### config.mk
export PLATFORM = sky130hd
export DESIGN_NAME = mte_timer_ctrl
export DESIGN_NICKNAME = d
export VERILOG_FILES = /design/src/rtl/mte_pkg.sv /design/src/rtl/mte_timer_ctrl.sv
export SDC_FILE = /design/constraint.sdc
export NUM_CORES = 1
export LEC_CHECK = 0
export BUFFER_PORTS_ARGS = -buffer_cell sky130_fd_sc_hd__buf_2
export CORE_ASPECT_RATIO = 0.7
export CORE_MARGIN = 4
export CORE_UTILIZATION = 45
export DETAILED_ROUTE_END_ITERATION = 12
export GPL_ROUTABILITY_DRIVEN = 0
export HOLD_SLACK_MARGIN = 0.1
export PLACE_DENSITY = 0.76
export SYNTH_ARGS = -nofsm -noshare
export SYNTH_HDL_FRONTEND = slang
export SYNTH_SLANG_ARGS = --single-unit
### constraint.sdc
create_clock -name clk_i -period 2.05 [get_ports clk_i]
set_clock_uncertainty 0.2 [all_clocks]
set_input_delay 0.41 -clock clk_i [delete_from_list [all_inputs] [get_ports clk_i]]
set_output_delay 0.41 -clock clk_i [all_outputs]
set_load 0.02 [all_outputs]
### src/rtl/mte_pkg.sv
// Purpose: shared constants for the timer control and event select block
// Assumes: 8-bit registers, one per aligned 32-bit word
// Notes: offsets are byte addresses on the register bus
package mte_pkg;
   localparam int ADR_W = 8;
   localparam int DAT_W = 32;
   // register offsets
   localparam logic [7:0] OFS_CTRL = 8'h80;
   localparam logic [7:0] OFS_VIEW_SEL = 8'h88;
   localparam logic [7:0] OFS_CNT_LO = 8'h8c;
   localparam logic [7:0] OFS_CNT_HI = 8'h90;
   localparam logic [7:0] OFS_WRAP0 = 8'h94;
   localparam logic [7:0] OFS_WRAP1 = 8'h98;
   localparam logic [7:0] OFS_EVT_SEL = 8'h9c;
   localparam logic [7:0] OFS_WRAP2 = 8'ha0;
   localparam logic [7:0] OFS_IRQ_STS = 8'ha4;
   localparam logic [7:0] OFS_IRQ_CLR = 8'ha8;
   localparam logic [7:0] OFS_IRQ_EN = 8'hac;
   // timer_control fields
   localparam int CTRL_RUN = 0;
   localparam int CTRL_SYNC = 1;
   localparam int CTRL_STATE = 2;
   localparam int CTRL_LATCH = 3;
   localparam logic CTRL_SYNC_RST = 1'b1;
   localparam logic CTRL_RUN_RST = 1'b0;
   localparam logic CTRL_LATCH_RST = 1'b0;
   // view selector fields
   localparam int VSEL_CNT_LSB = 0;
   localparam int VSEL_WRAP_LSB = 4;
   localparam logic [2:0] VSEL_LIVE = 3'h0;
   localparam logic [7:0] VSEL_MASK = 8'h77;
   // event select layout
   localparam int EVT_A_LSB = 0;
   localparam int EVT_B_LSB = 4;
   localparam logic [7:0] EVT_MASK_NARROW = 8'h77;
   localparam logic [7:0] EVT_MASK_WIDE = 8'hff;
   localparam logic [7:0] EVT_RST = 8'h00;
   // event source codes, index into the source vector
   localparam int SRC_CNT_WRAP = 0;
   localparam int SRC_CNT_MA = 1;
   localparam int SRC_CNT_MB = 2;
   localparam int SRC_WRAP_WRAP = 3;
   localparam int SRC_WRAP_MA = 4;
   localparam int SRC_WRAP_MB = 5;
   localparam int SRC_JOINT_A = 8;
   localparam int SRC_JOINT_B = 9;
   localparam int SRC_N = 16;
   // interrupt status bits
   localparam int IRQ_PULSE_A = 0;
   localparam int IRQ_PULSE_B = 1;
   localparam int IRQ_START = 2;
   localparam int IRQ_STOP = 3;
   localparam int IRQ_N = 4;
   typedef enum logic {MTE_IDLE, MTE_RUNNING} mte_state_t;
endpackage : mte_pkg

### src/rtl/mte_timer_ctrl.sv
// Purpose: run control, read latching and event routing of a radio MAC timer
// Assumes: counter datapaths sit outside and feed events and values on clk_i
// Notes: slow_clk_i is a pin and passes two flip-flops before use
//
// Contract
// - latch mode 0: low count read captures high
// - latch mode 0: wrap byte0 read captures upper
// - latch mode 1: low count read captures all
// - sync 0: start and stop act at once
// - sync 1 (reset): wait for slow clock rise
// - run bit requests start/stop, reads back written
// - narrow event b field bits 6:4 codes
// - narrow event a field bits 2:0, reserved zero
// - wide event b field bits 7:4, joint codes
// - wide event a field bits 3:0, same codes
// - joint match is wrap equal plus count match
// - wrap event comes from counter wrapping to zero
`timescale 1ns/10ps
module mte_timer_ctrl
   import mte_pkg::*;
#(
   parameter int EVT_W = 4
) (
   // clock and reset
   input wire logic clk_i,
   input wire logic rst_i,
   // wishbone slave
   input wire logic wb_cyc_i,
   input wire logic wb_stb_i,
   input wire logic wb_we_i,
   input wire logic [ADR_W-1:0] wb_adr_i,
   input wire logic [3:0] wb_sel_i,
   input wire logic [DAT_W-1:0] wb_dat_i,
   output logic [DAT_W-1:0] wb_dat_o,
   output logic wb_ack_o,
   // slow clock pin
   input wire logic slow_clk_i,
   // timer datapath events and values
   input wire logic count_wrap_evt_i,
   input wire logic count_match_a_evt_i,
   input wire logic count_match_b_evt_i,
   input wire logic wrap_count_wrap_evt_i,
   input wire logic wrap_count_match_a_evt_i,
   input wire logic wrap_count_match_b_evt_i,
   input wire logic wrap_at_match_a_i,
   input wire logic wrap_at_match_b_i,
   input wire logic [15:0] count_value_i,
   input wire logic [23:0] wrap_count_i,
   // outputs
   output logic pulse_a_out_o,
   output logic pulse_b_out_o,
   output logic timer_running_o,
   output logic irq_o
);
   localparam logic [7:0] EVT_MASK = (EVT_W == 4) ? EVT_MASK_WIDE : EVT_MASK_NARROW;
   localparam logic JOINT_EN = (EVT_W == 4);

   // registers
   logic ack_q;
   logic [DAT_W-1:0] rdat_q;
   logic run_q;
   logic sync_q;
   logic latch_q;
   logic pend_q;
   mte_state_t state_q;
   logic [7:0] evt_q;
   logic [7:0] vsel_q;
   logic [7:0] cnt_hi_q;
   logic [23:0] wrap_lat_q;
   logic [IRQ_N-1:0] sts_q;
   logic [IRQ_N-1:0] en_q;
   logic slow_s1_q;
   logic slow_s2_q;
   logic slow_s3_q;
   logic [1:0] pulse_q;

   // bus decode
   wire req = wb_cyc_i & wb_stb_i;
   wire acc = req & ~ack_q;
   wire wr_acc = acc & wb_we_i & wb_sel_i[0];
   wire rd_acc = acc & ~wb_we_i;
   wire [7:0] wbyte = wb_dat_i[7:0];
   wire hit_ctrl = wb_adr_i == OFS_CTRL;
   wire hit_vsel = wb_adr_i == OFS_VIEW_SEL;
   wire hit_lo = wb_adr_i == OFS_CNT_LO;
   wire hit_hi = wb_adr_i == OFS_CNT_HI;
   wire hit_w0 = wb_adr_i == OFS_WRAP0;
   wire hit_w1 = wb_adr_i == OFS_WRAP1;
   wire hit_w2 = wb_adr_i == OFS_WRAP2;
   wire hit_evt = wb_adr_i == OFS_EVT_SEL;
   wire hit_sts = wb_adr_i == OFS_IRQ_STS;
   wire hit_clr = wb_adr_i == OFS_IRQ_CLR;
   wire hit_en = wb_adr_i == OFS_IRQ_EN;

   // view selector fields
   wire [2:0] cnt_view = vsel_q[VSEL_CNT_LSB +: 3];
   wire [2:0] wrap_view = vsel_q[VSEL_WRAP_LSB +: 3];
   wire cnt_live = cnt_view == VSEL_LIVE;
   wire wrap_live = wrap_view == VSEL_LIVE;

   // capture strobes
   wire rd_lo = rd_acc & hit_lo & cnt_live;
   wire rd_w0 = rd_acc & hit_w0 & wrap_live;
   wire cap_hi = rd_lo;
   wire cap_wrap_all = rd_lo & latch_q;
   wire cap_wrap_up = rd_w0 & ~latch_q;

   // run control
   wire slow_rise = slow_s2_q & ~slow_s3_q;
   wire go_now = pend_q & ~sync_q;
   wire go_slow = pend_q & sync_q & slow_rise;
   wire apply = go_now | go_slow;
   wire running = state_q == MTE_RUNNING;
   wire start_evt = apply & run_q & ~running;
   wire stop_evt = apply & ~run_q & running;

   // event sources
   wire joint_a = wrap_at_match_a_i & count_match_a_evt_i;
   wire joint_b = wrap_at_match_b_i & count_match_b_evt_i;
   logic [SRC_N-1:0] src;
   always_comb begin
      src = '0;
      src[SRC_CNT_WRAP] = count_wrap_evt_i;
      src[SRC_CNT_MA] = count_match_a_evt_i;
      src[SRC_CNT_MB] = count_match_b_evt_i;
      src[SRC_WRAP_WRAP] = wrap_count_wrap_evt_i;
      src[SRC_WRAP_MA] = wrap_count_match_a_evt_i;
      src[SRC_WRAP_MB] = wrap_count_match_b_evt_i;
      src[SRC_JOINT_A] = JOINT_EN & joint_a;
      src[SRC_JOINT_B] = JOINT_EN & joint_b;
   end

   // event select fields, narrow variant keeps top bits zero
   wire [3:0] code_a = evt_q[EVT_A_LSB +: 4];
   wire [3:0] code_b = evt_q[EVT_B_LSB +: 4];
   wire [3:0] code [2];
   assign code[0] = code_a;
   assign code[1] = code_b;

   // read mux
   wire [7:0] ctrl_rd = {4'h0, latch_q, running, sync_q, run_q};
   wire [7:0] lo_rd = cnt_live ? count_value_i[7:0] : 8'h00;
   wire [7:0] hi_rd = cnt_live ? cnt_hi_q : 8'h00;
   wire [7:0] w0_val = latch_q ? wrap_lat_q[7:0] : wrap_count_i[7:0];
   wire [7:0] w0_rd = wrap_live ? w0_val : 8'h00;
   wire [7:0] w1_rd = wrap_live ? wrap_lat_q[15:8] : 8'h00;
   wire [7:0] w2_rd = wrap_live ? wrap_lat_q[23:16] : 8'h00;
   wire [7:0] byte_rd =
      hit_ctrl ? ctrl_rd :
      hit_vsel ? vsel_q :
      hit_lo ? lo_rd :
      hit_hi ? hi_rd :
      hit_w0 ? w0_rd :
      hit_w1 ? w1_rd :
      hit_w2 ? w2_rd :
      hit_evt ? evt_q :
      hit_sts ? {4'h0, sts_q} :
      hit_en ? {4'h0, en_q} :
      8'h00;

   // bus slave
   always_ff @(posedge clk_i) begin
      if (rst_i) begin
         ack_q <= 1'b0;
         rdat_q <= '0;
      end else begin
         ack_q <= acc;
         if (rd_acc) begin
            rdat_q <= {24'h0, byte_rd};
         end
      end
   end
   assign wb_ack_o = ack_q;
   assign wb_dat_o = rdat_q;

   // control and configuration registers
   always_ff @(posedge clk_i) begin
      if (rst_i) begin
         run_q <= CTRL_RUN_RST;
         sync_q <= CTRL_SYNC_RST;
         latch_q <= CTRL_LATCH_RST;
         evt_q <= EVT_RST;
         vsel_q <= 8'h00;
         en_q <= '0;
      end else if (wr_acc) begin
         if (hit_ctrl) begin
            run_q <= wbyte[CTRL_RUN];
            sync_q <= wbyte[CTRL_SYNC];
            latch_q <= wbyte[CTRL_LATCH];
         end
         if (hit_evt) begin
            evt_q <= wbyte & EVT_MASK;
         end
         if (hit_vsel) begin
            vsel_q <= wbyte & VSEL_MASK;
         end
         if (hit_en) begin
            en_q <= wbyte[IRQ_N-1:0];
         end
      end
   end

   // slow clock synchroniser and edge detect
   always_ff @(posedge clk_i) begin
      if (rst_i) begin
         slow_s1_q <= 1'b0;
         slow_s2_q <= 1'b0;
         slow_s3_q <= 1'b0;
      end else begin
         slow_s1_q <= slow_clk_i;
         slow_s2_q <= slow_s1_q;
         slow_s3_q <= slow_s2_q;
      end
   end

   // start and stop sequencing
   always_ff @(posedge clk_i) begin
      if (rst_i) begin
         pend_q <= 1'b0;
         state_q <= MTE_IDLE;
      end else begin
         if (wr_acc && hit_ctrl) begin
            pend_q <= 1'b1;
         end else if (apply) begin
            pend_q <= 1'b0;
         end
         if (apply) begin
            state_q <= run_q ? MTE_RUNNING : MTE_IDLE;
         end
      end
   end
   assign timer_running_o = running;

   // read latches
   always_ff @(posedge clk_i) begin
      if (rst_i) begin
         cnt_hi_q <= 8'h00;
         wrap_lat_q <= 24'h0;
      end else begin
         if (cap_hi) begin
            cnt_hi_q <= count_value_i[15:8];
         end
         if (cap_wrap_all) begin
            wrap_lat_q <= wrap_count_i;
         end else if (cap_wrap_up) begin
            wrap_lat_q[23:8] <= wrap_count_i[23:8];
         end
      end
   end

   // event pulse outputs
   for (genvar g = 0; g < 2; g++) begin : g_pulse
      always_ff @(posedge clk_i) begin
         if (rst_i) begin
            pulse_q[g] <= 1'b0;
         end else begin
            pulse_q[g] <= src[code[g]];
         end
      end
   end
   assign pulse_a_out_o = pulse_q[0];
   assign pulse_b_out_o = pulse_q[1];

   // interrupt status, set wins over clear
   wire [IRQ_N-1:0] sts_set = {stop_evt, start_evt, pulse_q[1], pulse_q[0]};
   wire [IRQ_N-1:0] sts_clr = (wr_acc && hit_clr) ? wbyte[IRQ_N-1:0] : '0;
   always_ff @(posedge clk_i) begin
      if (rst_i) begin
         sts_q <= '0;
      end else begin
         sts_q <= (sts_q & ~sts_clr) | sts_set;
      end
   end
   assign irq_o = |(sts_q & en_q);
endmodule : mte_timer_ctrl

* After elaboration in Yosys (flattened, before gate mapping) *
Cells that the tools add are included.

cells by class
  bitwise operators = 33
  muxes and demuxes = 26
  eq/ne operators = 11
  reductions and logical operators = 11
  $lt $le $gt $ge = 2

operator list
  kind                                                                   count
  8-bit 2-to-1 mux                                                       14
  8-bit == test (second input constant)                                  11
  16-bit 2-to-1 mux                                                      2
  1-bit AND                                                              21
  4-bit 2-to-1 mux                                                       3
  4-bit by 5-bit < comparator with 1-bit output (second input constant)  2
  4-bit AND                                                              2
  1-bit binary-select mux with 4-bit select                              2
  2-bit AND reduction                                                    4
  1-bit NOT                                                              7
  3-bit zero test                                                        2
  1-bit 2-to-1 mux                                                       5
  4-bit NOT                                                              1
  4-bit bitwise OR                                                       1
  2-bit nonzero test                                                     2
  4-bit OR reduction                                                     1
  1-bit logical AND                                                      2
  1-bit bitwise OR                                                       1

storage, ports and cells
  output and inout bits = 37
  bits in registers = 73

* Depth between registers and ports, before layout *
Gate-level depths: netlist (run 1).

  depth after elaboration = 11
  gate-level depth with buffers = 8
  depth with buffers taken out = 5

* Worst setup path after synthesis (run 1) *
No wires, ideal clock.

  path type = in2reg
  start point = input wb_adr_i[5]
  end point = register wrap_lat_q[13]
  arrival time = 1.809 ns
  path buffers = 3
  path slack = -0.091 ns
  library setup time = 0.132 ns
  stages on the path = 8
  cells stage by stage = or4b_1 -> buf_6 -> nor4_4 -> buf_4 -> a32oi_2 -> buf_6 -> nand2_1 -> a21oi_1

between the ends
  cells in the longest elaborated chain, start to end = 5
  elaborated cells on any way between the ends = 10
  classes of those cells = eq/ne: 2; mux: 1; bitwise: 6; reduce/logical: 1

RTL lines
  item                                                     line                                          text
  start: declaration                                       mte_timer_ctrl.sv:31                          input wire logic [ADR_W-1:0] wb_adr_i,
  8-bit == test, on equally long branches                  mte_timer_ctrl.sv:85, mte_timer_ctrl.sv:87
  1-bit AND, on equally long branches (2 in a row)         mte_timer_ctrl.sv:102, mte_timer_ctrl.sv:103
  1-bit AND, on equally long branches                      mte_timer_ctrl.sv:105, mte_timer_ctrl.sv:106
  16-bit 2-to-1 mux or 2-bit nonzero test (tied branches)  --
  end signal: assignment                                   mte_timer_ctrl.sv:244                         wrap_lat_q <= wrap_count_i;
  end signal: assignment                                   mte_timer_ctrl.sv:246                         wrap_lat_q[23:8] <= wrap_count_i[23:8];
  end: declaration                                         mte_timer_ctrl.sv:69                          logic [23:0] wrap_lat_q;

Several ways; a longest one is shown, not always the timed one.
A chain may end at the register's enable or synchronous reset.

* Worst setup path in the final report (run 1) *
  start point = input wb_adr_i[5]
  end point = register rdat_q[4] (netlist: wb_dat_o[4])

between the ends
  cells in the longest elaborated chain, start to end = 9
  elaborated cells on any way between the ends = 16
  classes of those cells = eq/ne: 8; mux: 8

RTL lines
  item                    line                   text
  8-bit == test           mte_timer_ctrl.sv:90   wire hit_evt = wb_adr_i == OFS_EVT_SEL;
  8-bit 2-to-1 mux        mte_timer_ctrl.sv:156  hit_evt ? evt_q :
  8-bit 2-to-1 mux        mte_timer_ctrl.sv:155  hit_w2 ? w2_rd :
  8-bit 2-to-1 mux        mte_timer_ctrl.sv:154  hit_w1 ? w1_rd :
  8-bit 2-to-1 mux        mte_timer_ctrl.sv:153  hit_w0 ? w0_rd :
  8-bit 2-to-1 mux        mte_timer_ctrl.sv:152  hit_hi ? hi_rd :
  8-bit 2-to-1 mux        mte_timer_ctrl.sv:151  hit_lo ? lo_rd :
  8-bit 2-to-1 mux        mte_timer_ctrl.sv:150  hit_vsel ? vsel_q :
  8-bit 2-to-1 mux (*)    mte_timer_ctrl.sv:149  hit_ctrl ? ctrl_rd :
  end signal: assignment  mte_timer_ctrl.sv:169  rdat_q <= {24'h0, byte_rd};
  end: declaration        mte_timer_ctrl.sv:60   logic [DAT_W-1:0] rdat_q;

Every way passes the cells marked *; elsewhere a longest branch is shown, timed or not.

==> results of run 1 <==
==> cell families after synthesis <==
kind of cell           Yosys count
and+or+nand+nor                171
buffers and inverters           59
other                            1
muxes                           34
DFF                             73
AOI/OAI and AO/OA              126
==> routing by layer <==
metal,vias up,GRT usage (%),wire [um]
met4,0,7.68,220
met2,205,35.3,5080
met3,21,5.54,1210
met5,-,0,0
li1,1902,-,-
met1,1848,32.2,5270
==> synthesized netlist by cell type (3+ instances only) <==
library cell / count / area (um^2)
o211ai_1: 3 / 22.5
o21ai_0: 13 / 65.1
mux2i_1: 24 / 240
a32oi_1: 4 / 35.0
a2111oi_0: 4 / 35.0
a22o_1: 4 / 35.0
inv_1: 3 / 11.3
dfxtp_1: 73 / 1460
a21oi_1: 48 / 240
nor3_1: 3 / 15.0
nor4_1: 7 / 43.8
nor3_2: 4 / 40.0
nor2_1: 37 / 139
a31oi_1: 10 / 62.6
o22ai_1: 5 / 31.3
buf_6: 3 / 33.8
a22oi_1: 8 / 60.1
nand3_1: 7 / 35.0
nand2_1: 80 / 300
a221oi_1: 3 / 26.3
a21boi_0: 4 / 30.0
nor2b_1: 5 / 31.3
mux2_2: 10 / 113
buf_2: 6 / 30.0
nand4bb_1: 3 / 33.8
buf_4: 26 / 195
clkbuf_1: 21 / 78.8
==> worst max-delay path, cell delays in order <==
cell,delay (ns)
buf_2,0.10
or4b_4,0.65
a2111oi_1,0.42
buf_4,0.19
nor4_1,0.05
a21oi_1,0.14
a21oi_1,0.08
==> layout make-up <==
cell class | count | area (um^2)
clock inverters | 2 | 10.0
clock buffers | 14 | 284
repair buffers | 150 | 968
multi-input cells | 356 | 2220
inverters | 3 | 11.3
flip-flops and latches | 73 | 1460
well taps | 101 | 126
fillers | 686 | 3030
==> power by group through the flow <==
stage          clock network, uW  logic (uW)  registers [uW]
3_3_place_gp                   0         306            1470
3_5_place_dp                   0         313            1470
6_report                    1510         325            1440
5_1_grt                     1600         350            1440
2_1_floorplan                  0         178            1470
4_1_cts                     1540         315            1440
==> path summary, 6_finish.rpt <==
path                   from             end  slack, ns  depth (start not counted)
min              slow_clk_i       slow_s1_q        0.1                          2
max reg2reg       vsel_q[0]   wrap_lat_q[2]       0.05                          7
max             wb_adr_i[5]     wb_dat_o[4]       0.02                          7
min reg2reg  wrap_lat_q[20]  wrap_lat_q[20]       0.25                          2
==> cell usage in the layout (no fill, tap or decap), types with 8 or more instances in the layout <==
master     synthesis  layout
nor2_1            37      37
a22oi_1            8       8
buf_4             26      63
mux2_2            10      10
nand2_1           80      79
conb_1             1      24
a21oi_1           48      45
a31oi_1           10      10
mux2i_1           24      24
dfxtp_1           73      72
o21ai_0           13      13
clkbuf_16          0       9
buf_2              6      83
==> stage by stage <==
stage	std cells	util, %	setup slack (ns)
after floorplan	487	-	-0.0570
after global placement	680	58.2	-0.241
after detailed placement	680	58.2	-0.337
after CTS	696	61.9	0.0502
after global routing	699	62.6	-0.0368
final	699	62.6	0.0193
==> flip-flops by register name (all words and copies together), names as in the netlist, 4 cells and up <==
register	flops
wb_dat_o	8
wrap_lat_q	24
vsel_q	6
cnt_hi_q	8
evt_q	8
sts_q	4
en_q	4
==> timing repair <==
action                                  in CTS  in global routing
hold buffers                                 0                  0
cloned                                       0                  1
endpoints found under the setup margin      10                 24
buffers inserted                             0                  2
pin swaps                                    1                  6
gates resized for setup                      1                  9
==> reports/metrics.cfg, run 1 <==
[floorplan]
fp.dieH_um=85.6
fp.dieW_um=119
core_mm2=0.00811
start_util_pct=47.7
die-area_mm2=0.0102
io-pin-count=135
num_rows=27

[synthesis]
netlist_instances=464
synth-compound-area-share_pct=21.4
synthFlopType=dfxtp_1
yosysUniqueCellTypes=60
synth_top_family_by_area=simple AND/OR/NAND/NOR gates
ys_ff_latch=73
ys_seq_area_share_pct=37.8
ys_async_sr_fraction_pct=0
synth_fa_ha_area_share_pct=0
synthXorXnorAreaFrac_pct=0
yosysWarnings=0
synth_edf_count=0
synth-simple-area-share_pct=22.6
synth_area_mm2=0.00387
syn_avg_cell_area_um2=8.34
synthMuxAreaShare_pct=9.12

[power_and_ir_drop]
clkPwrFrac_pct=46.2
p_int_uw=2510
power.density_mw_per_mm2=645
power_uw=3280
swShare_pct=23.4
leakage_uw=0.00197
pwr-share-comb_pct=9.9
power_frac_seq_pct=43.9
p_switching_uw=766
vdd_drop_max_mv=0.477

[clocking]
tritoncts=built
cts.path.max_buffers=2
clock-sinks=73
cts_root_buffer=clkbuf_16
clk_pin_slew_ns=0.06
clkLatencyLatePin_ns=0.34
cts_buffers=9
h-tree-depth=3

[hold_path]
min_path_type=in -> reg

[critical_path]
worst_setup_path_start_kind=primary input
critical_path_class=in -> reg
crit_fanout=9
arrival_ns=2.05
cp.required_ns=2.07
cp-end-kind=flip-flop

[flow_run]
drv_cap=0

[global_route]
grt_pass1_vias=3794
grt-ovfl-total=0
antenna_found_initial=0
grt_pass1_wl_um=18800
grt_usage_pct=23.1
grt_max_degree=35

[route]
routed_wl_um=11800
drc=0
wl_per_cell_um=16.8
drt-initial-drc-count=421
vias=3976
viasPerCell=5.69
dr.pass1.iters=6
drtAntennaViolNets=0

[placement]
dpl.hpwl_um=9150
port_buffers=83
place_area_mm2=0.00472

[timing]
max_freq_mhz=492
slew_violations=0
min_period_ns=2.03
setup_viol=0
tightest_slew_ns=0.616
whs_ns=0.0994
finalCritPeriodShare_pct=99.1
max_slew_margin_pct=57.9
hold_viol_final=0
setup_tns_ns=0

[finish]
syn2layout_area_growth_pct=31.2
antenna_cells=0
drive_gt1_share_pct=33.6
final_nets=691
design_area_mm2=0.00508

[status]
status=finished, final reports clean

Note: power is estimated with default switching activity, not from simulation.
==> inputs of run 2 (changes only) <==
- ABC_AREA: unset -> 1
- CORE_UTILIZATION: 45 -> 46
- PLACE_DENSITY: 0.76 -> 0.77
==> run 2 against run 1 <==
Final area is 3.8% lower. First-iteration DRC count is 29% lower. Synthesized area is 1.3% higher. Core utilization is 2.1 points lower. Total power is 9.7% higher. Maximum frequency is 7.5% higher. Clock power is 26% higher. Non-clock buffer count is 37 lower. Combinational power is 22% lower. Flip-flop and latch count stayed put. Critical endpoint unchanged. Largest power group unchanged.
==> reports/metrics.cfg, run 2 <==
[critical_path]
crit_fanout=11  ; +2
cp.required_ns=2.05  ; -0.02 ns
cp-end-kind=flip-flop
worst_setup_path_start_kind=flip-flop
r2r_cells=9  ; +2
arrival_ns=1.89  ; -0.16 ns
critical_path_class=reg -> reg

[floorplan]
die-area_mm2=0.0101  ; -0.84%
start_util_pct=48.6  ; +0.82 points
num_rows=27  ; unchanged
core_mm2=0.00807  ; -0.42%
fp.dieW_um=118  ; -0.42%
fp.dieH_um=85.2  ; -0.41%
io-pin-count=135  ; unchanged

[global_route]
grt_pass1_wl_um=17700  ; -5.6%
grt_pass1_vias=3736  ; -1.5%
grt-ovfl-total=0  ; unchanged
antenna_found_initial=0  ; unchanged
grt_max_degree=40  ; +14%
grt_usage_pct=21.8  ; -1.3 points

[synthesis]
ys_seq_area_share_pct=37.3  ; -0.48 points
synthDominantCellAreaShare_pct=37.3  ; -0.48 points
ys_async_sr_fraction_pct=0  ; unchanged
yosysWarnings=0  ; unchanged
syn_avg_cell_area_um2=6.99  ; -16%
ys_ff_latch=73  ; unchanged
synthFlopType=dfxtp_1
synth_edf_count=0  ; unchanged
yosysTopAreaCell=dfxtp_1
netlist_instances=561  ; +21%
yosysUniqueCellTypes=36  ; -40%
synth_area_mm2=0.00392  ; +1.3%
ys_top_cells_by_area=dfxtp_1 (37%), nand2_1 (9.0%), a21oi_1 (8.9%), nor2_1 (5.9%), inv_1 (5.6%)
synth_most_common_cell=nand2_1
synth_commonest_cells=nand2_1 (94), dfxtp_1 (73), a21oi_1 (70)

[clocking]
cts.path.max_buffers=2  ; unchanged
tritoncts=built
cts_root_buffer=clkbuf_16
h-tree-depth=3  ; unchanged
postCtsSetupBuffers=0  ; unchanged
clkLatencyLatePin_ns=0.34  ; about the same
clock-sinks=73  ; unchanged
cts_buffers=9  ; unchanged
clk_pin_slew_ns=0.06  ; about the same

[timing]
min_period_ns=1.89  ; -0.141 ns
max_freq_mhz=529  ; +7.5%
setup_viol=0  ; unchanged
slew_violations=0  ; unchanged
hold_viol_final=0  ; unchanged
setup_ws_ns=0.161  ; +0.141 ns
finalCritPeriodShare_pct=92.2  ; -6.9 points
rsz0062_at_grt=no

[route]
drt-initial-drc-count=297  ; -29%
vias=4027  ; +1.3%
viasPerCell=5.20  ; -8.6%
drc=0  ; unchanged
routed_wl_um=11200  ; -5.2%
wl_per_cell_um=14.4  ; -15%
dr.pass1.iters=5  ; -1
drtAntennaViolNets=0  ; unchanged

[finish]
syn2layout_area_growth_pct=24.6
utilization_pct=60.5  ; -2.1 points
largest_reg_flops=24  ; unchanged
fill_cells=741  ; +8.0%
final_nets=767  ; +11%
layout_commonest_cell=nand2_1
regMostFlops=wrap_lat_q
antenna_cells=0  ; unchanged
mostFrequentLayoutCells=nand2_1 (94), buf_2 (83), dfxtp_1 (73), a21oi_1 (70), nor2_1 (62)
drive_gt1_share_pct=26.1  ; -7.5 points

[power_and_ir_drop]
power_frac_seq_pct=40.0  ; -3.9 points
p_switching_uw=787  ; +2.7%
clkPwrFrac_pct=53.0  ; +6.8 points
p_int_uw=2810  ; +12%
power.density_mw_per_mm2=735  ; +14%
vdd_drop_max_mv=0.405  ; -15%
swShare_pct=21.9  ; -1.5 points
leakage_uw=0.00222  ; +13%
pwr-share-comb_pct=7.0  ; -2.9 points

[hold_path]
hold_path_depth=3  ; +1
min_path_type=in -> reg

[placement]
place_ws_ns=-0.0228  ; +0.314 ns
port_buffers=83  ; unchanged
dpl.hpwl_um=8590  ; -6.1%

[status]
status=finished, final reports clean

[flow_run]
drv_cap=0  ; unchanged

[run 2: path summary, 6_finish.rpt]
kind / slack (ns) / start / end
setup / recovery: 0.16 / latch_q / wb_dat_o[4]
hold / removal: 0.12 / wb_dat_i[7] / evt_q[7]
hold reg to reg: 0.20 / slow_s1_q / slow_s2_q
setup reg to reg: 0.16 / latch_q / wb_dat_o[4]
[run 2: area by class of cell]
type | instances | area, um^2 | area share, %
multi-input combinational | 404 | 2020 | 41.4
clock buffer | 12 | 267 | 5.45
timing repair buffer | 113 | 656 | 13.4
tap | 101 | 126 | 2.59
clock inverter | 4 | 97.6 | 2.00
sequential | 73 | 1460 | 29.9
inverter | 68 | 258 | 5.28
[run 2: cells by family (layout without fill, tap and decap cells)]
group / Yosys count / in the layout / synth area share [%]
AOI/OAI and AO/OA: 130 / 130 / 17.3
other: 1 / 24 / 0.0957
muxes: 1 / 1 / 0.255
DFF: 73 / 73 / 37.3
and+or+nand+nor: 249 / 249 / 31.7
buffers and inverters: 107 / 197 / 13.4
[run 2: what timing repair did]
action                                  4_1_cts  5_1_grt
gates resized for setup                       0        0
hold buffers                                  1        0
endpoints found under the setup margin        0        0
endpoints found under the hold margin         1        0
[run 2: worst max-delay path, cell delays in order (launching register included)]
cell     delay [ns]
dfxtp_1        0.57
nand2_1        0.09
o21ai_0        0.10
nor2_1         0.06
a21oi_1        0.21
nand4_1        0.20
nand2_1        0.13
nand2_1        0.05
nand2_1        0.07
a21oi_1        0.06
[run 2: through the flow]
stage	hold slack (ns)	setup TNS (ns)	instances	total power (uW)	area, um^2
6_report	0.116	0	775	3590	4890
4_1_cts	0.105	0	775	3610	4890
3_5_place_dp	0.196	-0.104	758	1710	4510
3_3_place_gp	0.190	-0.00233	758	1710	4510
5_1_grt	0.122	0	775	3690	4890
2_1_floorplan	0.188	0	584	1630	4010
[run 2: power by group through the flow]
stage	clock [uW]	sequential, uW	combinational, uW
floorplan	0	1470	159
global placement	0	1470	242
detailed placement	0	1470	246
CTS	1930	1430	249
global route	1980	1440	276
finish	1900	1440	252
[run 2: layer usage]
layer / wire length (um) / vias to the layer above / GRT usage, %
met3: 1030 / 15 / 7.00
met2: 4960 / 182 / 35.0
met1: 5030 / 1814 / 28.5
met4: 137 / 0 / 5.74
met5: 0 / - / 0
li1: - / 2016 / -
